<file path="src/slbst_pkg.sv">
// Purpose: shared constants and types of the serial link self-test block
// Assumes: one clock, CLK at 100 MHz; back-channel frames arrive already deserialized on CLK
// Notes: register offsets are byte addresses on a 32-bit Avalon-MM slave
//
// How it works
// - The far end sends a test-enable indication over the back channel and the block enters self-test mode on it.
// - In self-test mode video input is ignored and an all-zero payload goes through scrambling and DC balancing.
// - The test clock is the input clock or the internal oscillator, chosen at the far end, and the block follows it.
// - Lock stays valid through the test because the block keeps driving the link at speed.
// - When the far end ends the test the block leaves self-test mode and sends sampled video again.
// - Every back-channel frame received while locked has its CRC field checked and errors are tracked.
// - CRC checking runs only while the back channel is locked, shown in link status bit 0 at 0x0C.
// - Back-channel CRC errors count in an 8-bit register that is cleared on entry to self-test mode.
// - From the moment of entry the functional-mode CRC error register records back-channel CRC errors.
// - The test-mode CRC error register counts only in self-test mode and keeps its value until cleared or re-entry.
package slbst_pkg;
   // ---------------------------------------------------------------
   // widths
   // ---------------------------------------------------------------
   localparam int PAY_W = 24;
   localparam int BC_W = 16;
   localparam int CRC_W = 8;
   localparam int CNT_W = 8;
   localparam int RD_W = 8;
   localparam int ADDR_W = 6;
   localparam int IRQ_W = 3;

   // ---------------------------------------------------------------
   // back-channel frame fields and crc
   // ---------------------------------------------------------------
   localparam int BC_TEST_BIT = 0;
   localparam int BC_OSC_BIT = 1;
   localparam logic [CRC_W-1:0] CRC_POLY = 8'h07;
   localparam logic [CRC_W-1:0] CRC_INIT = 8'h00;

   // ---------------------------------------------------------------
   // scrambler
   // ---------------------------------------------------------------
   localparam logic [PAY_W-1:0] SCR_TAPS = 24'hE10000;
   localparam logic [PAY_W-1:0] SCR_SEED = 24'hFFFFFF;

   // ---------------------------------------------------------------
   // register map
   // ---------------------------------------------------------------
   localparam logic [ADDR_W-1:0] ADDR_CTRL = 6'h04;
   localparam logic [ADDR_W-1:0] ADDR_LINK = 6'h0C;
   localparam logic [ADDR_W-1:0] ADDR_FCNT = 6'h10;
   localparam logic [ADDR_W-1:0] ADDR_TCNT = 6'h14;
   localparam logic [ADDR_W-1:0] ADDR_ISTAT = 6'h18;
   localparam logic [ADDR_W-1:0] ADDR_ICLR = 6'h1C;
   localparam logic [ADDR_W-1:0] ADDR_IEN = 6'h20;
   localparam int CTRL_TCLR = 0;
   localparam int CTRL_FCLR = 1;
   localparam int CTRL_HOLD = 5;
   localparam int LINK_DET = 0;
   localparam int LINK_TEST = 1;
   localparam int LINK_OSC = 2;
   localparam int IRQ_ENTER = 0;
   localparam int IRQ_EXIT = 1;
   localparam int IRQ_CRC = 2;

   typedef enum {ST_NORMAL, ST_TEST} slbst_mode_t;
endpackage

</file>
<file path="src/slbst_frm_if.sv">
// Purpose: checked back-channel frame results from the crc checker to the top
// Assumes: all signals on CLK
// Notes: ok and err are one-cycle pulses, one of them per frame while locked
interface slbst_frm_if;
   logic ok;
   logic err;
   logic test_req;
   logic osc_sel;
   modport chk (output ok, output err, output test_req, output osc_sel);
   modport use_side (input ok, input err, input test_req, input osc_sel);
endinterface

</file>
<file path="src/slbst_sat_cnt.sv">
// Purpose: saturating error counter with synchronous clear
// Assumes: inc and clr are single-cycle qualified strobes
// Notes: an increment in the clear cycle is kept, so the count restarts at one
module slbst_sat_cnt #(
   parameter int W = slbst_pkg::CNT_W
) (
   input wire logic clk,
   input wire logic rst_n,
   input wire logic clr,
   input wire logic inc,
   output logic [W-1:0] cnt
);
   localparam logic [W-1:0] CNT_MAX = '1;
   localparam logic [W-1:0] CNT_ONE = W'(1);

   always_ff @(posedge clk or negedge rst_n) begin
      if (!rst_n) begin
         cnt <= '0;
      end else if (clr) begin
         cnt <= inc ? CNT_ONE : '0;
      end else if (inc && cnt != CNT_MAX) begin
         cnt <= cnt + CNT_ONE;
      end
   end

   property p_sat;
      @(posedge clk) disable iff (!rst_n) (cnt == CNT_MAX && !clr) |=> cnt == CNT_MAX;
   endproperty
   a_sat: assert property (p_sat) else $error("counter left its maximum");

   property p_step;
      @(posedge clk) disable iff (!rst_n) (inc && !clr && cnt != CNT_MAX) |=> cnt == $past(cnt) + CNT_ONE;
   endproperty
   a_step: assert property (p_step) else $error("counter missed an increment");
endmodule // slbst_sat_cnt

</file>
<file path="src/slbst_crc_chk.sv">
// Purpose: crc check of received back-channel frames
// Assumes: frm_valid is a one-cycle strobe with frm_data and frm_crc on CLK
// Notes: frames seen while unlocked are dropped whole, test request bits included
module slbst_crc_chk #(
   parameter int BC_W = slbst_pkg::BC_W
) (
   input wire logic clk,
   input wire logic rst_n,
   input wire logic lock,
   input wire logic frm_valid,
   input wire logic [BC_W-1:0] frm_data,
   input wire logic [slbst_pkg::CRC_W-1:0] frm_crc,
   slbst_frm_if.chk fo
);
   function automatic logic [slbst_pkg::CRC_W-1:0] crc_calc(input logic [BC_W-1:0] d);
      logic [slbst_pkg::CRC_W-1:0] c;
      c = slbst_pkg::CRC_INIT;
      for (int i = BC_W - 1; i >= 0; i--) begin
         if (c[slbst_pkg::CRC_W-1] ^ d[i]) begin
            c = {c[slbst_pkg::CRC_W-2:0], 1'b0} ^ slbst_pkg::CRC_POLY;
         end else begin
            c = {c[slbst_pkg::CRC_W-2:0], 1'b0};
         end
      end
      return c;
   endfunction

   logic take;
   logic good;
   logic ok_ff;
   logic err_ff;
   logic test_req_ff;
   logic osc_sel_ff;

   assign take = frm_valid && lock;
   assign good = crc_calc(frm_data) == frm_crc;

   always_ff @(posedge clk or negedge rst_n) begin
      if (!rst_n) begin
         ok_ff <= 1'b0;
         err_ff <= 1'b0;
      end else begin
         ok_ff <= take && good;
         err_ff <= take && !good;
      end
   end

   // request bits only trusted from frames that passed
   always_ff @(posedge clk or negedge rst_n) begin
      if (!rst_n) begin
         test_req_ff <= 1'b0;
         osc_sel_ff <= 1'b0;
      end else if (take && good) begin
         test_req_ff <= frm_data[slbst_pkg::BC_TEST_BIT];
         osc_sel_ff <= frm_data[slbst_pkg::BC_OSC_BIT];
      end
   end

   assign fo.ok = ok_ff;
   assign fo.err = err_ff;
   assign fo.test_req = test_req_ff;
   assign fo.osc_sel = osc_sel_ff;

   property p_nolock;
      @(posedge clk) disable iff (!rst_n) !lock |=> !(ok_ff || err_ff);
   endproperty
   a_nolock: assert property (p_nolock) else $error("frame checked while unlocked");

   property p_bad;
      @(posedge clk) disable iff (!rst_n) (take && crc_calc(frm_data) != frm_crc) |=> err_ff && !ok_ff;
   endproperty
   a_bad: assert property (p_bad) else $error("crc error not flagged");
endmodule // slbst_crc_chk

</file>
<file path="src/slbst_top.sv">
// Purpose: serializer-side self test of the serial link and its back channel
// Assumes: video input and back-channel frame strobes are synchronous to CLK
// Notes: the test clock source is exported as a mux select; the clock mux itself sits outside
//
// Our own choices: the address map and register access over Avalon-MM.
module slbst_top #(
   parameter int PAY_W = slbst_pkg::PAY_W,
   parameter int BC_W = slbst_pkg::BC_W,
   parameter int CNT_W = slbst_pkg::CNT_W
) (
   input wire logic CLK,
   input wire logic RST_N,
   input wire logic [slbst_pkg::ADDR_W-1:0] AVS_ADDRESS,
   input wire logic AVS_READ,
   input wire logic AVS_WRITE,
   input wire logic [31:0] AVS_WRITEDATA,
   output logic [31:0] AVS_READDATA,
   output logic AVS_WAITREQUEST,
   input wire logic BC_LOCK,
   input wire logic BC_FRAME_VALID,
   input wire logic [BC_W-1:0] BC_FRAME_DATA,
   input wire logic [slbst_pkg::CRC_W-1:0] BC_FRAME_CRC,
   input wire logic [PAY_W-1:0] VID_DATA,
   input wire logic VID_VALID,
   output logic [PAY_W:0] TX_DATA,
   output logic TX_VALID,
   output logic TX_CLK_SEL_OSC,
   output logic SELF_TEST_ACTIVE,
   output logic IRQ
);
   localparam logic [slbst_pkg::RD_W-1:0] PAY_W_RD = slbst_pkg::RD_W'(PAY_W);

   // ---------------------------------------------------------------
   // back-channel check and counters
   // ---------------------------------------------------------------
   slbst_frm_if frm ();

   slbst_crc_chk #(.BC_W(BC_W)) u_chk (
      .clk(CLK),
      .rst_n(RST_N),
      .lock(BC_LOCK),
      .frm_valid(BC_FRAME_VALID),
      .frm_data(BC_FRAME_DATA),
      .frm_crc(BC_FRAME_CRC),
      .fo(frm)
   );

   slbst_pkg::slbst_mode_t mode_ff;
   slbst_pkg::slbst_mode_t nxt_mode;
   logic in_test;
   logic entry;
   logic leave;
   logic wr_ok;
   logic wr_ctrl;
   logic fcnt_clr;
   logic tcnt_clr;
   logic tcnt_inc;
   logic [CNT_W-1:0] fcnt;
   logic [CNT_W-1:0] tcnt;

   assign in_test = mode_ff == slbst_pkg::ST_TEST;
   assign entry = frm.ok && frm.test_req && !in_test;
   assign leave = frm.ok && !frm.test_req && in_test;
   assign wr_ctrl = wr_ok && AVS_ADDRESS == slbst_pkg::ADDR_CTRL;
   assign fcnt_clr = entry || (wr_ctrl && AVS_WRITEDATA[slbst_pkg::CTRL_FCLR]);
   assign tcnt_clr = entry || (wr_ctrl && AVS_WRITEDATA[slbst_pkg::CTRL_TCLR]);
   assign tcnt_inc = frm.err && in_test;

   // functional counter runs from the entry cycle on
   slbst_sat_cnt #(.W(CNT_W)) u_fcnt (
      .clk(CLK),
      .rst_n(RST_N),
      .clr(fcnt_clr),
      .inc(frm.err),
      .cnt(fcnt)
   );

   slbst_sat_cnt #(.W(CNT_W)) u_tcnt (
      .clk(CLK),
      .rst_n(RST_N),
      .clr(tcnt_clr),
      .inc(tcnt_inc),
      .cnt(tcnt)
   );

   // ---------------------------------------------------------------
   // mode control
   // ---------------------------------------------------------------
   always_comb begin
      nxt_mode = mode_ff;
      case (mode_ff)
         slbst_pkg::ST_NORMAL: begin
            if (entry) begin
               nxt_mode = slbst_pkg::ST_TEST;
            end
         end
         slbst_pkg::ST_TEST: begin
            if (leave) begin
               nxt_mode = slbst_pkg::ST_NORMAL;
            end
         end
         default: begin
            nxt_mode = slbst_pkg::ST_NORMAL;
         end
      endcase
   end

   always_ff @(posedge CLK or negedge RST_N) begin
      if (!RST_N) begin
         mode_ff <= slbst_pkg::ST_NORMAL;
      end else begin
         mode_ff <= nxt_mode;
      end
   end

   // clock choice is latched at entry so a stray frame cannot flip it mid-test
   always_ff @(posedge CLK or negedge RST_N) begin
      if (!RST_N) begin
         TX_CLK_SEL_OSC <= 1'b0;
      end else if (entry) begin
         TX_CLK_SEL_OSC <= frm.osc_sel;
      end else if (leave) begin
         TX_CLK_SEL_OSC <= 1'b0;
      end
   end

   always_ff @(posedge CLK or negedge RST_N) begin
      if (!RST_N) begin
         SELF_TEST_ACTIVE <= 1'b0;
      end else begin
         SELF_TEST_ACTIVE <= nxt_mode == slbst_pkg::ST_TEST;
      end
   end

   // ---------------------------------------------------------------
   // forward payload: source select, scrambler, dc balance
   // ---------------------------------------------------------------
   logic ctrl_hold_ff;
   logic [PAY_W-1:0] lfsr_ff;
   logic signed [slbst_pkg::RD_W-1:0] rd_ff;
   logic [PAY_W-1:0] payload;
   logic [PAY_W-1:0] scr;
   logic send;
   logic [slbst_pkg::RD_W-1:0] pop;
   logic signed [slbst_pkg::RD_W-1:0] disp;
   logic flip;

   assign payload = in_test ? '0 : VID_DATA;
   assign send = in_test || VID_VALID;
   assign scr = payload ^ lfsr_ff;

   always_comb begin
      pop = '0;
      for (int i = 0; i < PAY_W; i++) begin
         pop = pop + slbst_pkg::RD_W'(scr[i]);
      end
   end

   assign disp = $signed({pop[slbst_pkg::RD_W-2:0], 1'b0}) - $signed(PAY_W_RD);
   assign flip = (rd_ff > 0 && disp > 0) || (rd_ff < 0 && disp < 0);

   // hold bit parks the scrambler at its seed so both ends restart aligned
   always_ff @(posedge CLK or negedge RST_N) begin
      if (!RST_N) begin
         lfsr_ff <= slbst_pkg::SCR_SEED;
      end else if (ctrl_hold_ff) begin
         lfsr_ff <= slbst_pkg::SCR_SEED;
      end else if (send) begin
         lfsr_ff <= lfsr_ff[0] ? ((lfsr_ff >> 1) ^ slbst_pkg::SCR_TAPS) : (lfsr_ff >> 1);
      end
   end

   always_ff @(posedge CLK or negedge RST_N) begin
      if (!RST_N) begin
         rd_ff <= '0;
         TX_DATA <= '0;
         TX_VALID <= 1'b0;
      end else begin
         TX_VALID <= send;
         if (send) begin
            TX_DATA <= flip ? {1'b1, ~scr} : {1'b0, scr};
            rd_ff <= flip ? rd_ff - disp : rd_ff + disp;
         end
      end
   end

   // ---------------------------------------------------------------
   // interrupts
   // ---------------------------------------------------------------
   logic [slbst_pkg::IRQ_W-1:0] istat_ff;
   logic [slbst_pkg::IRQ_W-1:0] ien_ff;
   logic [slbst_pkg::IRQ_W-1:0] ev;
   logic [slbst_pkg::IRQ_W-1:0] iclr;

   always_comb begin
      ev = '0;
      ev[slbst_pkg::IRQ_ENTER] = entry;
      ev[slbst_pkg::IRQ_EXIT] = leave;
      ev[slbst_pkg::IRQ_CRC] = frm.err;
   end

   assign iclr = (wr_ok && AVS_ADDRESS == slbst_pkg::ADDR_ICLR) ? AVS_WRITEDATA[slbst_pkg::IRQ_W-1:0] : '0;

   // a new event in the clearing cycle survives the clear
   always_ff @(posedge CLK or negedge RST_N) begin
      if (!RST_N) begin
         istat_ff <= '0;
      end else begin
         istat_ff <= (istat_ff & ~iclr) | ev;
      end
   end

   always_ff @(posedge CLK or negedge RST_N) begin
      if (!RST_N) begin
         IRQ <= 1'b0;
      end else begin
         IRQ <= |(istat_ff & ien_ff);
      end
   end

   // ---------------------------------------------------------------
   // avalon-mm slave, one wait cycle per access
   // ---------------------------------------------------------------
   logic req;
   logic [31:0] rdata;

   assign req = (AVS_READ || AVS_WRITE) && AVS_WAITREQUEST;
   assign wr_ok = AVS_WRITE && !AVS_WAITREQUEST;

   always_ff @(posedge CLK or negedge RST_N) begin
      if (!RST_N) begin
         AVS_WAITREQUEST <= 1'b1;
      end else begin
         AVS_WAITREQUEST <= !req;
      end
   end

   always_ff @(posedge CLK or negedge RST_N) begin
      if (!RST_N) begin
         ctrl_hold_ff <= 1'b0;
      end else if (wr_ctrl) begin
         ctrl_hold_ff <= AVS_WRITEDATA[slbst_pkg::CTRL_HOLD];
      end
   end

   always_ff @(posedge CLK or negedge RST_N) begin
      if (!RST_N) begin
         ien_ff <= '0;
      end else if (wr_ok && AVS_ADDRESS == slbst_pkg::ADDR_IEN) begin
         ien_ff <= AVS_WRITEDATA[slbst_pkg::IRQ_W-1:0];
      end
   end

   always_comb begin
      rdata = '0;
      case (AVS_ADDRESS)
         slbst_pkg::ADDR_CTRL: rdata[slbst_pkg::CTRL_HOLD] = ctrl_hold_ff;
         slbst_pkg::ADDR_LINK: begin
            rdata[slbst_pkg::LINK_DET] = BC_LOCK;
            rdata[slbst_pkg::LINK_TEST] = in_test;
            rdata[slbst_pkg::LINK_OSC] = TX_CLK_SEL_OSC;
         end
         slbst_pkg::ADDR_FCNT: rdata[CNT_W-1:0] = fcnt;
         slbst_pkg::ADDR_TCNT: rdata[CNT_W-1:0] = tcnt;
         slbst_pkg::ADDR_ISTAT: rdata[slbst_pkg::IRQ_W-1:0] = istat_ff;
         slbst_pkg::ADDR_IEN: rdata[slbst_pkg::IRQ_W-1:0] = ien_ff;
         default: rdata = '0;
      endcase
   end

   always_ff @(posedge CLK or negedge RST_N) begin
      if (!RST_N) begin
         AVS_READDATA <= '0;
      end else if (req && AVS_READ) begin
         AVS_READDATA <= rdata;
      end
   end

   // ---------------------------------------------------------------
   // checks
   // ---------------------------------------------------------------
   property p_entry;
      @(posedge CLK) disable iff (!RST_N) entry |=> in_test && SELF_TEST_ACTIVE;
   endproperty
   a_entry: assert property (p_entry) else $error("test request not entered");

   property p_zero;
      @(posedge CLK) disable iff (!RST_N) (in_test && !ctrl_hold_ff)
         |=> (TX_DATA[PAY_W-1:0] == $past(lfsr_ff) || TX_DATA[PAY_W-1:0] == ~$past(lfsr_ff));
   endproperty
   a_zero: assert property (p_zero) else $error("test payload not zero before scrambling");

   property p_clk;
      @(posedge CLK) disable iff (!RST_N) (in_test && !entry && $past(in_test)) |-> $stable(TX_CLK_SEL_OSC);
   endproperty
   a_clk: assert property (p_clk) else $error("clock choice changed during test");

   property p_speed;
      @(posedge CLK) disable iff (!RST_N) in_test |=> TX_VALID;
   endproperty
   a_speed: assert property (p_speed) else $error("link idle during test");

   property p_leave;
      @(posedge CLK) disable iff (!RST_N) leave |=> !in_test && !SELF_TEST_ACTIVE && !TX_CLK_SEL_OSC;
   endproperty
   a_leave: assert property (p_leave) else $error("test not left");

   property p_fclr;
      @(posedge CLK) disable iff (!RST_N) entry |=> fcnt == CNT_W'($past(frm.err));
   endproperty
   a_fclr: assert property (p_fclr) else $error("entry did not restart functional count");

   property p_thold;
      @(posedge CLK) disable iff (!RST_N) (!in_test && !tcnt_clr) |=> $stable(tcnt);
   endproperty
   a_thold: assert property (p_thold) else $error("test count moved outside test");

   property p_tclr;
      @(posedge CLK) disable iff (!RST_N) entry |=> tcnt == '0;
   endproperty
   a_tclr: assert property (p_tclr) else $error("test count not cleared at entry");
endmodule // slbst_top

</file>
<file path="config.mk">
export PLATFORM = sky130hd
export DESIGN_NAME = slbst_top
export DESIGN_NICKNAME = d
export VERILOG_FILES = /design/src/slbst_pkg.sv /design/src/slbst_frm_if.sv /design/src/slbst_sat_cnt.sv /design/src/slbst_crc_chk.sv /design/src/slbst_top.sv
export SDC_FILE = /design/constraint.sdc
export NUM_CORES = 1
export LEC_CHECK = 0
export ABC_AREA = 1
export BUFFER_PORTS_ARGS = -buffer_cell sky130_fd_sc_hd__buf_2
export CAP_MARGIN = 10
export CELL_PAD_IN_SITES_DETAIL_PLACEMENT = 0
export CELL_PAD_IN_SITES_GLOBAL_PLACEMENT = 2
export CORE_AREA = 3 3 154 156
export DETAILED_ROUTE_END_ITERATION = 16
export DIE_AREA = 0 0 157 159
export PLACE_DENSITY = 0.89
export SYNTH_ARGS = -nofsm -noshare
export SYNTH_HDL_FRONTEND = slang
export SYNTH_SLANG_ARGS = --single-unit
</file>
<file path="constraint.sdc">
create_clock -name CLK -period 12.4 [get_ports CLK]
set_clock_uncertainty 0.1 [all_clocks]
set_input_delay 0.62 -clock CLK [delete_from_list [all_inputs] [get_ports CLK]]
set_output_delay 0.62 -clock CLK [all_outputs]
set_load 0.02 [all_outputs]
</file>
After elaboration in Yosys (flattened, before gate mapping)
Index checks and enable logic that the tools add are counted.
Operators by class
  $add $sub $neg: 28
  order comparisons: 4
  eq/ne operators: 13
  mux-type cells: 38
  bitwise logic cells: 37
  reductions and logical operators: 36
Operator list (count)
  7-bit by 1-bit adder with 7-bit output: 17
  24-bit 2-to-1 mux: 4
  32-bit by 2-bit equality test with 1-bit output, second input constant: 2
  32-bit 2-to-1 mux: 2
  32-bit one-hot mux with 2 select lines: 1
  3-bit 2-to-1 mux: 17
  3-bit NOT: 16
  8-bit 2-to-1 mux: 5
  32-bit by 1-bit equality test with 1-bit output, second input constant: 1
  32-bit logical NOT: 1
  25-bit 2-to-1 mux: 1
  6-bit by 5-bit equality test with 1-bit output, second input constant: 4
  24-bit NOT: 1
  24-bit XOR: 1
  1-bit logical AND: 20
  8-bit by 1-bit adder with 8-bit output, second input constant: 2
  8-bit by 1-bit greater-than comparator with 1-bit output, second input constant: 2
  8-bit by 1-bit < comparator with 1-bit output, second input constant: 2
  8-bit != test, second input constant: 2
  3-bit one-hot mux with 5 select lines: 1
  1-bit XOR: 10
  8-bit adder: 1
  8-bit equality test: 1
  2-bit one-hot mux with 2 select lines: 2
  other kinds (21): 40
Word-level totals
  bits in registers: 129
  bits of input ports: 93
  output and inout port bits: 62
  logic and storage cells: 175

Depth between registers and ports, before layout
Gate-level depths: netlist of the first run.
  depth in word-level cells: 34
  depth in mapped cells: 41
  mapped depth without buffers: 39

By module
Synthesis of the first run repeated with hierarchy kept, for this count alone.
Second synthesis, totals
  cell total of the unflattened synthesis: 1167
  area total of the unflattened synthesis: 8494.4 µm²
Modules (own cells, without submodules)
  slbst_top: times used 1, cells an instance 816, area each 6404.9 µm², seq. area each 2733.9 µm²
  slbst_crc_chk: times used 1, cells an instance 213, area each 1051.0 µm², seq. area each 100.1 µm²
  slbst_sat_cnt: times used 2, cells an instance 69, area each 519.2 µm², seq. area each 200.2 µm²

Least setup slack after synthesis of the first run
OpenSTA, ideal clock, no wires.
  kind: reg-to-reg
  start: register mode_ff[26]
  end: register rd_ff[7] in the netlist's numbering
  library setup time: 117 ps
  arrival time: 7150 ps
  required time: 12183 ps
  path slack: 5033 ps
  stages on the path, launching flop included: 35
  path buffers: 3
  clock period less this slack: 7367 ps
  path through: dfrtp_1 -> nor4_1 -> nand2_1 -> nor2_2 -> nand2_2 -> buf_2 -> buf_2 -> nand3_1 -> nand2_1 -> fa_1 -> fa_1 -> fa_1 -> fa_1 -> inv_1 -> fa_1 -> inv_1 -> ha_1 -> fa_1 -> xor2_1 -> nand2_2 -> ha_1 -> nand2_1 -> nand3_2 -> nand2_2 -> clkbuf_1 -> o21ai_0 -> fa_1 -> nand3_1 -> nand2_1 -> a21oi_1 -> inv_1 -> a21oi_1 -> nand2_1 -> nand3_1 -> nand2_1
On the way
  word-level cells in the longest chain between the ends: 31
  elaborated cells on any way between the ends: 36
  those cells by class: add/sub: 26; order compare: 2; eq/ne: 1; mux: 2; bitwise: 1; reduce/logical: 4
RTL lines
  start: declaration: RTL line slbst_top.sv:48  | slbst_pkg::slbst_mode_t mode_ff;
  start signal: assignment: RTL line slbst_top.sv:110  | mode_ff <= slbst_pkg::ST_NORMAL;
  start signal: assignment: RTL line slbst_top.sv:112  | mode_ff <= nxt_mode;
  32-bit by 2-bit equality test with 1-bit output (*): RTL line slbst_top.sv:61  | assign in_test = mode_ff == slbst_pkg::ST_TEST;
  24-bit 2-to-1 mux: RTL line slbst_top.sv:148  | assign payload = in_test ? '0 : VID_DATA;
  24-bit XOR: RTL line slbst_top.sv:150  | assign scr = payload ^ lfsr_ff;
  1-bit by 1-bit adder with 2-bit output: RTL line slbst_top.sv:155  | pop = pop + slbst_pkg::RD_W'(scr[i]);
  2-bit by 1-bit adder with 3-bit output: RTL line slbst_top.sv:155
  3-bit by 1-bit adder with 4-bit output: RTL line slbst_top.sv:155
  4-bit by 1-bit adder with 5-bit output: RTL line slbst_top.sv:155
  5-bit by 1-bit adder with 6-bit output: RTL line slbst_top.sv:155
  6-bit by 1-bit adder with 7-bit output: RTL line slbst_top.sv:155
  7-bit by 1-bit adder with 7-bit output (17 in series): RTL line slbst_top.sv:155
  8-bit by 6-bit subtractor with 8-bit output: RTL line slbst_top.sv:159  | assign disp = $signed({pop[slbst_pkg::RD_W-2:0], 1'b0}) - $signed(PAY_W_RD);
  8-bit by 1-bit greater-than comparator with 1-bit output or 8-bit by 1-bit < comparator with 1-bit output (tied branches): RTL line slbst_top.sv:160  | assign flip = (rd_ff > 0 && disp > 0) || (rd_ff < 0 && disp < 0);
  1-bit logical AND: RTL line slbst_top.sv:160
  1-bit logical OR: RTL line slbst_top.sv:160
  8-bit 2-to-1 mux: RTL line slbst_top.sv:182  | rd_ff <= flip ? rd_ff - disp : rd_ff + disp;
  end signal: assignment: RTL line slbst_top.sv:182
  end: declaration: RTL line slbst_top.sv:140  | logic signed [slbst_pkg::RD_W-1:0] rd_ff;
Every way passes the cells marked *; elsewhere a longest branch is shown, timed or not.
A chain may end at the register's enable or synchronous reset.

Worst setup path in the final report of the first run
  start: register mode_ff[28]
  end: register rd_ff[7] in the netlist's numbering
Same word-level chain as after synthesis.

==> flow_summary_export.csv, run 1 <==
group,metric,value,unit
synth,synthFlopType,"dfrtp_1",
layout,fillers,2318,
synth,ys_types,40,
synth,yosysMostFrequentCell,"nand2_1",
synth,ys_async_sr_fraction,100,%
power_and_ir_drop,power.leakage,4.91,nW
critical_path,crit_top_cell,"nand2_1",
place,dp_hpwl,13900,µm
place,routabilityCongestion,0.773,
sta,worstMarginPinSlew,1.14,ns
synth,synth-seq-area-share,42.3,%
detailed_routing,wl,18500,µm
layout,post-route-util,40.3,%
layout,antenna_cells,0,
worst_hold_path,hold_path.class,"input pin to asynchronous set/reset pin",
clock_tree,cts_hold_buf,0,
die,row_count,55,
power_and_ir_drop,vdd_drop_max,0.000292,V
clock_tree,postCtsSetupBuffers,0,
die,start_util,34.0,%
clock_tree,cts_tree,"done",
sta,clock.fmax,0.116,GHz
detailed_routing,ant_nets,0,
die,fp.dieArea,0.0250,mm²
clock_tree,post_cts_resized,0,
synth,synth_top_family_by_area,"simple AND/OR/NAND/NOR gates",
die,core,0.0225,mm²
synth,yosys.area_share.simple,28.0,%
detailed_routing,wl_per_cell,12.9,µm
grt,grt_pass1_wl,31000,µm
layout,regArea,0.00323,mm²
power_and_ir_drop,power_density,327,mW/mm²
critical_path,cp-start-kind,"flop",
die,dieHeight,159,µm
synth,synth.area.top_cells,"dfrtp_1 34%, nand2_1 15%, dfstp_2 8.6%",
clock_tree,cts_buffers,17,
critical_path,required,12.61,ns
layout,area_growth,18.8,%
die,pin_count,155,
synth,yosysWarnings,0,
sta,finalSetupTns,0,ns
synth,ys_top_cells_by_count,"306 x nand2_1, 151 x inv_1, 103 x dfrtp_1, 84 x nand3_1, 79 x nor2_1",
grt,antenna_found_initial,2,
grt,grt.total_usage,15.4,%
clock_tree,clk_transition_reported_paths,0.06,ns
synth,ys_ff_latch,128,
critical_path,cpPeakStageDelay,0.56,ns
grt,grt_pass1_vias,6369,
critical_path,arrival,8.85,ns
sta,hold_violations,0,
critical_path,path_max_fanout,51,
detailed_routing,first_pass_iters,5,
sta,setup_violations,0,
layout,multi_input_area,0.00374,mm²
critical_path,end_kind,"flop",
clock_tree,clockBufferDepth,2,
clock_tree,clock_latency,0.42,ns
synth,synthMuxAreaShare,0,%
synth,synth_xor_xnor_area_share,1.93,%
synth,synth_top_area_share,33.7,%
synth,synth_top_area_cell,"dfrtp_1",
sta,period_share,69.7,%
synth,syn_inst,1002,
clock_tree,ctsHtreeMaxLevel,4,
synth,synth_enable_flop_cells,0,
critical_path,cp_slowest_cell,"fa_1",
sta,finalCriticalPeriod,8.65,ns
critical_path,critPathKind,"flop to flop",
synth,syn_area_per_cell,7.63,µm²
sta,finalMaxSlewViolations,0,
layout,finalNetCount,1261,
grt,grt_max_degree,80,
clock_tree,cts-root-buf,"clkbuf_16",
status,status,"complete, no violations",
flow_run,drv_cap,0,
synth,synth_compound_area_share,8.94,%
detailed_routing,dr.first_iter.drc_count,346,
sta,slew_headroom,23.8,%
detailed_routing,vias,6478,
sta,rsz0062_at_grt,"no",
synth,synth_area,0.00764,mm²
place,io_buffers,102,
layout,layout-drive-gt1-share,15.9,%
detailed_routing,drcViolationCount,0,
die,dieWidth,157,µm
synth,synthAdderAreaFrac,7.34,%
grt,gr-total-overflow,0,
clock_tree,cts_sinks,128,
detailed_routing,viasPerCell,4.53,
-- area by class of cell --
class | count | share of cell area, %
Timing Repair Buffer | 105 | 5.94
Clock buffer | 21 | 5.18
Multi-Input combinational cell | 728 | 41.2
Sequential cell | 128 | 35.6
Inverter | 154 | 6.37
Tap cell | 285 | 3.93
Clock inverter | 10 | 1.75
-- power by group --
part / internal, W / switching (W) / leakage [nW]
Clock: 0.000350 / 0.000183 / 0.305
Sequential: 0.000517 / 0.0000548 / 1.51
Combinational: 0.000714 / 0.00114 / 3.10
-- placed cells by master (no fill, tap or decap), types with 5 or more instances in the layout --
cell,Yosys,layout
nand2_1,306,306
inv_1,151,151
dfrtp_1,103,103
buf_2,7,101
nand3_1,84,84
nor2_1,79,79
conb_1,1,55
o21ai_0,38,38
a31oi_1,28,28
dfstp_2,25,25
fa_1,18,18
clkbuf_16,0,17
a22oi_1,16,16
ha_1,16,16
a21oi_1,13,13
nor3_1,13,13
xor2_1,9,9
nor4_1,6,6
xnor2_1,6,6
nor2_2,5,5
nand4_1,5,5
-- cells by family (layout without fill, tap and decap cells) --
kind of cell / Yosys count / in the layout
xor+xnor: 16 / 16
simple gates: 512 / 512
other cells: 1 / 55
buf+inv: 200 / 290
flops: 128 / 128
fa+ha+maj: 34 / 34
compound gates: 111 / 111
-- stage by stage --
stage	power, W	hold slack, ns	cell area [µm²]	std cells	worst slack [ns]
after global placement	0.00242	0.364	8450	1400	3.74
after global routing	0.00329	0.212	9070	1431	3.01
after detailed placement	0.00245	0.369	8450	1400	3.69
after floorplan	0.00211	0.224	7840	1056	5.03
after CTS	0.00300	0.181	9070	1431	3.65
final	0.00296	0.158	9070	1431	3.75
-- worst max-delay path, delay by kind of cell, from the launching register on --
kind,cells,cell delay (ns)
adder cells (fa/ha/maj),9,3.95
buffers and inverters,7,0.99
AND/OR/NAND/NOR,18,2.66
flip-flops,1,0.35
XOR/XNOR,1,0.30
AO/OA/AOI/OAI,2,0.13
-- flip-flops by register name, indices dropped and copies added (netlist names) --
name / count
rd_ff: 7
u_tcnt.cnt: 8
AVS_READDATA: 8
u_chk.fo.ok: 1
mode_ff: 32
TX_DATA: 25
SELF_TEST_ACTIVE: 1
istat_ff: 3
ien_ff: 3
ctrl_hold_ff: 1
AVS_WAITREQUEST: 1
u_chk.fo.osc_sel: 1
u_fcnt.cnt: 8
IRQ: 1
lfsr_ff: 24
u_chk.fo.test_req: 1
u_chk.fo.err: 1
TX_VALID: 1
TX_CLK_SEL_OSC: 1
-- worst paths after layout --
check / start / end / slack, ns / cells past startpoint
max: mode_ff[28] / rd_ff[7] / 3.75 / 37
min: RST_N / TX_DATA[7] / 0.16 / 1
max reg2reg: mode_ff[28] / rd_ff[7] / 3.75 / 37
min reg2reg: u_chk.fo.osc_sel / TX_CLK_SEL_OSC / 0.38 / 2
max in group asynchronous: RST_N / rd_ff[3] / 10.93 / 2
min in group CLK: AVS_READ / AVS_WAITREQUEST / 0.32 / 4
-- per-layer routing --
layer | up-vias | part of all wire [%] | global-route usage [%]
met3 | 22 | 5.2 | 3.83
met2 | 129 | 47 | 25.6
met5 | - | 0.070 | 0
met1 | 2955 | 46 | 19.6
met4 | 2 | 1.7 | 5.29
li1 | 3370 | - | -
Note: power is estimated with default switching activity, not from simulation.
==> inputs of run 2 (changes only) <==
--- a/config.mk
+++ b/config.mk
@@ -10,10 +10,10 @@
 export CAP_MARGIN = 10
 export CELL_PAD_IN_SITES_DETAIL_PLACEMENT = 0
 export CELL_PAD_IN_SITES_GLOBAL_PLACEMENT = 2
-export CORE_AREA = 3 3 154 156
+export CORE_AREA = 3 3 159 161
 export DETAILED_ROUTE_END_ITERATION = 16
-export DIE_AREA = 0 0 157 159
-export PLACE_DENSITY = 0.89
+export DIE_AREA = 0 0 162 164
+export PLACE_DENSITY = 0.85
 export SYNTH_ARGS = -nofsm -noshare
 export SYNTH_HDL_FRONTEND = slang
 export SYNTH_SLANG_ARGS = --single-unit
==> constraint.sdc (replaced) <==
create_clock -name CLK -period 8.65 [get_ports CLK]
set_clock_uncertainty 0.1 [all_clocks]
set_input_delay 0.4325 -clock CLK [delete_from_list [all_inputs] [get_ports CLK]]
set_output_delay 0.4325 -clock CLK [all_outputs]
set_load 0.02 [all_outputs]
==> flow_summary_export.csv, run 2 (synthesized netlist as in run 1, its figures left out) <==
group,metric,value,unit
status,status,"complete, no violations",
sta,rsz0062_at_grt,"no",
layout,layout-drive-gt1-share,16.1,%
sta,hold_violations,0,
layout,reg_top3,"mode_ff x32, TX_DATA x25, lfsr_ff x24",
detailed_routing,dr.first_iter.drc_count,398,
critical_path,cpPeakStageDelay,0.54,ns
clock_tree,cts_sinks,128,
layout,area_growth,19.7,%
grt,grt_pass1_wl,31100,µm
layout,finalNetCount,1266,
sta,finalSetupTns,0,ns
sta,fin_ws,0.781,ns
critical_path,rr_endpoint,"rd_ff[6]",
detailed_routing,first_pass_iters,4,
grt,met2_usage,24.6,%
power_and_ir_drop,vdd_drop_max,0.000359,V
clock_tree,cts_tree,"done",
place,dp_slack,0.491,ns
critical_path,startpoint,"mode_ff[11]",
grt,grtUsageMet3,3.13,%
layout,final_common_cell,"nand2_1",
power_and_ir_drop,power.leakage,4.94,nW
layout,regMostFlops,"mode_ff",
sta,worstMarginPinSlew,1.16,ns
place,dp.cells,1443,
critical_path,ff2ff_setup_slack,0.78,ns
clock_tree,clock_latency,0.42,ns
die,row_count,57,
sta,finalCriticalPeriod,7.87,ns
detailed_routing,drcViolationCount,0,
clock_tree,ctsHtreeMaxLevel,4,
layout,finalNonFillerCells,1476,
die,fp.dieArea,0.0266,mm²
clock_tree,clockBufferDepth,2,
critical_path,cp_slowest_cell,"fa_1",
sta,setup_violations,0,
detailed_routing,wl,18600,µm
critical_path,rr_worst_depth,37,
sta,period_share,91.0,%
die,dieHeight,164,µm
grt,gr-total-overflow,0,
critical_path,path_max_fanout,21,
detailed_routing,ant_nets,0,
grt,grt_pass1_vias,6371,
clock_tree,clk_transition_reported_paths,0.06,ns
sta,finalMaxSlewViolations,0,
detailed_routing,vias,6504,
place,io_buffers,102,
critical_path,worstReg2RegStart,"mode_ff[11]",
sta,whs,0.142,ns
grt,met1_usage,19.0,%
layout,layout_common_cells,"306 x nand2_1, 151 x inv_1, 103 x dfrtp_1",
die,start_util,31.7,%
layout,largest_reg_flops,32,
place,routabilityCongestion,0.778,
critical_path,cp-start-kind,"flop",
die,core,0.0241,mm²
sta,clock.fmax,0.127,GHz
clock_tree,cts_buffers,17,
grt,grt.total_usage,14.7,%
clock_tree,cts-root-buf,"clkbuf_16",
critical_path,crit_top_cell,"fa_1",
critical_path,end_kind,"flop",
layout,antenna_cells,0,
die,dieWidth,162,µm
critical_path,arrival,8.02,ns
die,pin_count,155,
flow_run,drv_cap,0,
layout,fillers,2605,
critical_path,critPathKind,"flop to flop",
grt,grt_max_degree,76,
detailed_routing,viasPerCell,4.41,
detailed_routing,wl_per_cell,12.6,µm
critical_path,required,8.80,ns
grt,grt-busiest-layer,"met2",
critical_path,cp-endpoint,"rd_ff[6]",
grt,antenna_found_initial,2,
clock_tree,postCtsSetupBuffers,0,
place,dp_hpwl,14100,µm
worst_hold_path,hold_path.class,"input pin to flop",
power_and_ir_drop,power_density,463,mW/mm²
sta,slew_headroom,22.3,%
-- run 2: how the worst min path moves through the flow --
stage,start,endpoint,slack [ns],depth (start not counted)
3_3_place_gp,RST_N,u_tcnt.cnt[3],0.33,1
3_5_place_dp,RST_N,u_tcnt.cnt[3],0.34,1
4_1_cts,AVS_WRITEDATA[5],ctrl_hold_ff,0.12,3
2_1_floorplan,RST_N,AVS_READDATA[0],0.04,0
6_report,AVS_WRITEDATA[5],ctrl_hold_ff,0.14,3
5_1_grt,AVS_WRITEDATA[5],ctrl_hold_ff,0.14,3
-- run 2: cell type report --
type,instances,area [µm²],area share (%)
multi-input cells,728,3750,41.0
flip-flops and latches,128,3230,35.4
repair buffers,110,592,6.47
inverters,154,578,6.32
clock buffers,21,450,4.92
well taps,324,405,4.43
clock inverters,11,140,1.53
-- run 2: metrics by stage --
| step | total power [W] | instance area (µm²) | utilization (%) |
|---|---|---|---|
| 2_1_floorplan | 0.00302 | 7840 | - |
| 3_3_place_gp | 0.00353 | 8540 | 35.4 |
| 3_5_place_dp | 0.00354 | 8540 | 35.4 |
| 5_1_grt | 0.00473 | 9150 | 37.9 |
| 4_1_cts | 0.00429 | 9140 | 37.9 |
| 6_report | 0.00423 | 9150 | 37.9 |
-- run 2: repair_timing --
item	in CTS	in global routing
endpoints found under the hold margin	33	0
hold buffers	1	0
setup endpoints to repair	0	2
gates resized for setup	0	2
-- run 2: worst max-delay path: cells and delay by family (launching register included) --
family	cells	cell delay, ns
compound gates	3	0.38
simple gates	16	1.82
fa+ha+maj	9	3.88
xor+xnor	3	0.60
buf+inv	6	0.51
flops	1	0.37
-- run 2: routing by layer --
layer | vias to the layer above | wire length (µm) | share of wire (%)
li1 | 3371 | - | -
met1 | 2982 | 8540 | 46
met2 | 121 | 8820 | 48
met3 | 26 | 835 | 4.5
met4 | 4 | 343 | 1.8
met5 | - | 21 | 0.11
-- run 2: power breakdown --
part	total, W	internal, W	switching [W]
combinational	0.00270	0.00105	0.00164
sequential	0.000817	0.000741	0.0000767
clock	0.000718	0.000458	0.000260
total	0.00423	0.00225	0.00198
==> inputs of run 3 (changes only) <==
--- a/config.mk
+++ b/config.mk
@@ -5,14 +5,13 @@
 export SDC_FILE = /design/constraint.sdc
 export NUM_CORES = 1
 export LEC_CHECK = 0
-export ABC_AREA = 1
 export BUFFER_PORTS_ARGS = -buffer_cell sky130_fd_sc_hd__buf_2
 export CAP_MARGIN = 10
 export CELL_PAD_IN_SITES_DETAIL_PLACEMENT = 0
 export CELL_PAD_IN_SITES_GLOBAL_PLACEMENT = 2
-export CORE_AREA = 3 3 159 161
+export CORE_AREA = 3 3 154 156
 export DETAILED_ROUTE_END_ITERATION = 16
-export DIE_AREA = 0 0 162 164
+export DIE_AREA = 0 0 157 159
 export PLACE_DENSITY = 0.85
 export SYNTH_ARGS = -nofsm -noshare
 export SYNTH_HDL_FRONTEND = slang
==> flow_summary_export.csv, run 3 <==
group,metric,value,unit
detailed_routing,dr.first_iter.drc_count,279,
detailed_routing,wl,17700,µm
critical_path,cp_slowest_cell,"fa_1",
grt,antenna_found_initial,0,
layout,antenna_cells,0,
critical_path,startpoint,"mode_ff[29]",
critical_path,required,8.86,ns
die,row_count,55,
synth,synth_top_area_share,32.7,%
layout,final_common_cell,"nand2_1",
grt,grt.total_usage,14.6,%
sta,setup_violations,0,
layout,area_growth,18.6,%
layout,fillers,2243,
grt,gr-total-overflow,0,
sta,finalSetupTns,0,ns
sta,rsz0062_at_grt,"no",
clock_tree,clockBufferDepth,2,
clock_tree,cts_sinks,128,
synth,synth_area,0.00787,mm²
detailed_routing,vias,5964,
critical_path,cpLargestDelayFamily,"adder cells",
critical_path,cpPeakStageDelay,0.57,ns
critical_path,end_kind,"flop",
sta,clock.fmax,0.124,GHz
detailed_routing,first_pass_iters,4,
clock_tree,postCtsSetupBuffers,0,
critical_path,arrival,8.29,ns
synth,ys_types,63,
critical_path,critPathKind,"flop to flop",
die,dieHeight,159,µm
layout,layout_common_cells,"110 x nand2_1, 103 x dfrtp_1, 101 x buf_2",
critical_path,critPathBufInv,5,
clock_tree,cts-root-buf,"clkbuf_16",
detailed_routing,wl_per_cell,14.4,µm
layout,regMostFlops,"mode_ff",
die,core,0.0225,mm²
synth,yosysWarnings,0,
die,dieWidth,157,µm
sta,period_share,93.5,%
synth,ys_async_sr_fraction,100,%
sta,hold_violations,0,
clock_tree,cts_hold_buf,0,
layout,finalNetCount,1063,
synth,synthFlopType,"dfrtp_1",
clock_tree,post_cts_resized,0,
sta,finalMaxSlewViolations,0,
layout,layout-drive-gt1-share,19.8,%
synth,syn_inst,812,
die,start_util,35.0,%
clock_tree,cts_buffers,17,
grt,grt_max_degree,74,
place,routabilityCongestion,0.770,
critical_path,path_max_fanout,55,
synth,ys_top_cells_by_count,"110 x nand2_1, 103 x dfrtp_1, 61 x nor2_1, 44 x o21ai_0, 39 x xnor2_1",
clock_tree,ctsHtreeMaxLevel,4,
synth,ys_ff_latch,128,
sta,finalCriticalPeriod,8.09,ns
critical_path,cp-start-kind,"flop",
layout,largest_reg_flops,32,
synth,synth-seq-area-share,41.1,%
synth,synth_enable_flop_cells,0,
sta,slew_headroom,38.4,%
detailed_routing,drcViolationCount,0,
detailed_routing,viasPerCell,4.83,
detailed_routing,ant_nets,0,
synth,yosysMostFrequentCell,"nand2_1",
status,status,"complete, no violations",
clock_tree,clk_transition_reported_paths,0.06,ns
grt,grt_pass1_vias,5815,
synth,synth.area.top_cells,"dfrtp_1 33%, dfstp_2 8.3%, nand2_1 5.2%",
layout,reg_top3,"mode_ff x32, TX_DATA x25, lfsr_ff x24",
die,fp.dieArea,0.0250,mm²
critical_path,crit_top_cell,"fa_1",
flow_run,drv_cap,0,
synth,syn_area_per_cell,9.70,µm²
clock_tree,cts_tree,"done",
grt,grt_pass1_wl,29500,µm
clock_tree,clock_latency,0.42,ns
place,io_buffers,102,
sta,worstMarginPinSlew,0.925,ns
critical_path,worstReg2RegStart,"mode_ff[29]",
die,pin_count,155,
critical_path,ff2ff_setup_slack,0.56,ns
layout,post-route-util,41.5,%
synth,synth_top_area_cell,"dfrtp_1",
place,dp_hpwl,12500,µm
worst_hold_path,hold_path.class,"input pin to asynchronous set/reset pin",
run 3: cell type report:
type	instances	area [µm²]	area share, %
inverters	28	105	1.13
repair buffers	113	608	6.51
clock inverters	14	168	1.80
multi-input cells	648	4430	47.4
clock buffers	18	439	4.70
flip-flops and latches	128	3230	34.6
well taps	285	357	3.82
run 3: path summary, 6_finish.rpt:
path	endpoint	cells past startpoint
max in group asynchronous	mode_ff[14]	2
setup reg to reg	rd_ff[7]	31
hold / removal	TX_DATA[19]	1
setup / recovery	rd_ff[7]	31
min in group CLK	AVS_WAITREQUEST	2
hold reg to reg	AVS_WAITREQUEST	1
run 3: layer usage:
metal | GRT usage (%) | share of wire (%) | vias up
li1 | - | - | 2995
met1 | 19.1 | 47 | 2838
met2 | 24.4 | 47 | 115
met3 | 3.59 | 4.5 | 16
met4 | 3.54 | 1.1 | 0
met5 | 0 | 0 | -
run 3: worst register-to-register path: cells and delay by family (launching register included):
family	cells	cell delay (ns)
fa+ha+maj	9	3.99
simple gates	6	1.20
xor+xnor	1	0.10
buf+inv	5	0.42
mux	1	0.17
compound gates	9	1.59
flops	1	0.35
run 3: metrics by stage:
step | hold WS, ns | instance area (µm²) | std cells | worst slack [ns]
2_1_floorplan | 0.0369 | 8080 | 866 | 0.675
6_report | 0.0358 | 9340 | 1234 | 0.564
5_1_grt | 0.0479 | 9340 | 1234 | 0.0776
4_1_cts | 0.0451 | 9340 | 1234 | 0.495
3_3_place_gp | 0.363 | 8730 | 1202 | 0.599
3_5_place_dp | 0.365 | 8730 | 1202 | 0.537
run 3: cell families (layout without fill, tap and decap cells):
logic type	count (synthesis)	in the layout	share of synthesized area, %
simple gates	293	293	18.3
compound gates	171	171	15.4
flops	128	128	41.1
buf+inv	90	173	5.43
xor+xnor	81	81	10.6
fa+ha+maj	34	34	7.12
mux	14	14	1.99
other cells	1	55	0.0476
Power of run 3 is not shown: default switching activity piles up to over one toggle a cycle in this logic, so the estimate is an artifact.
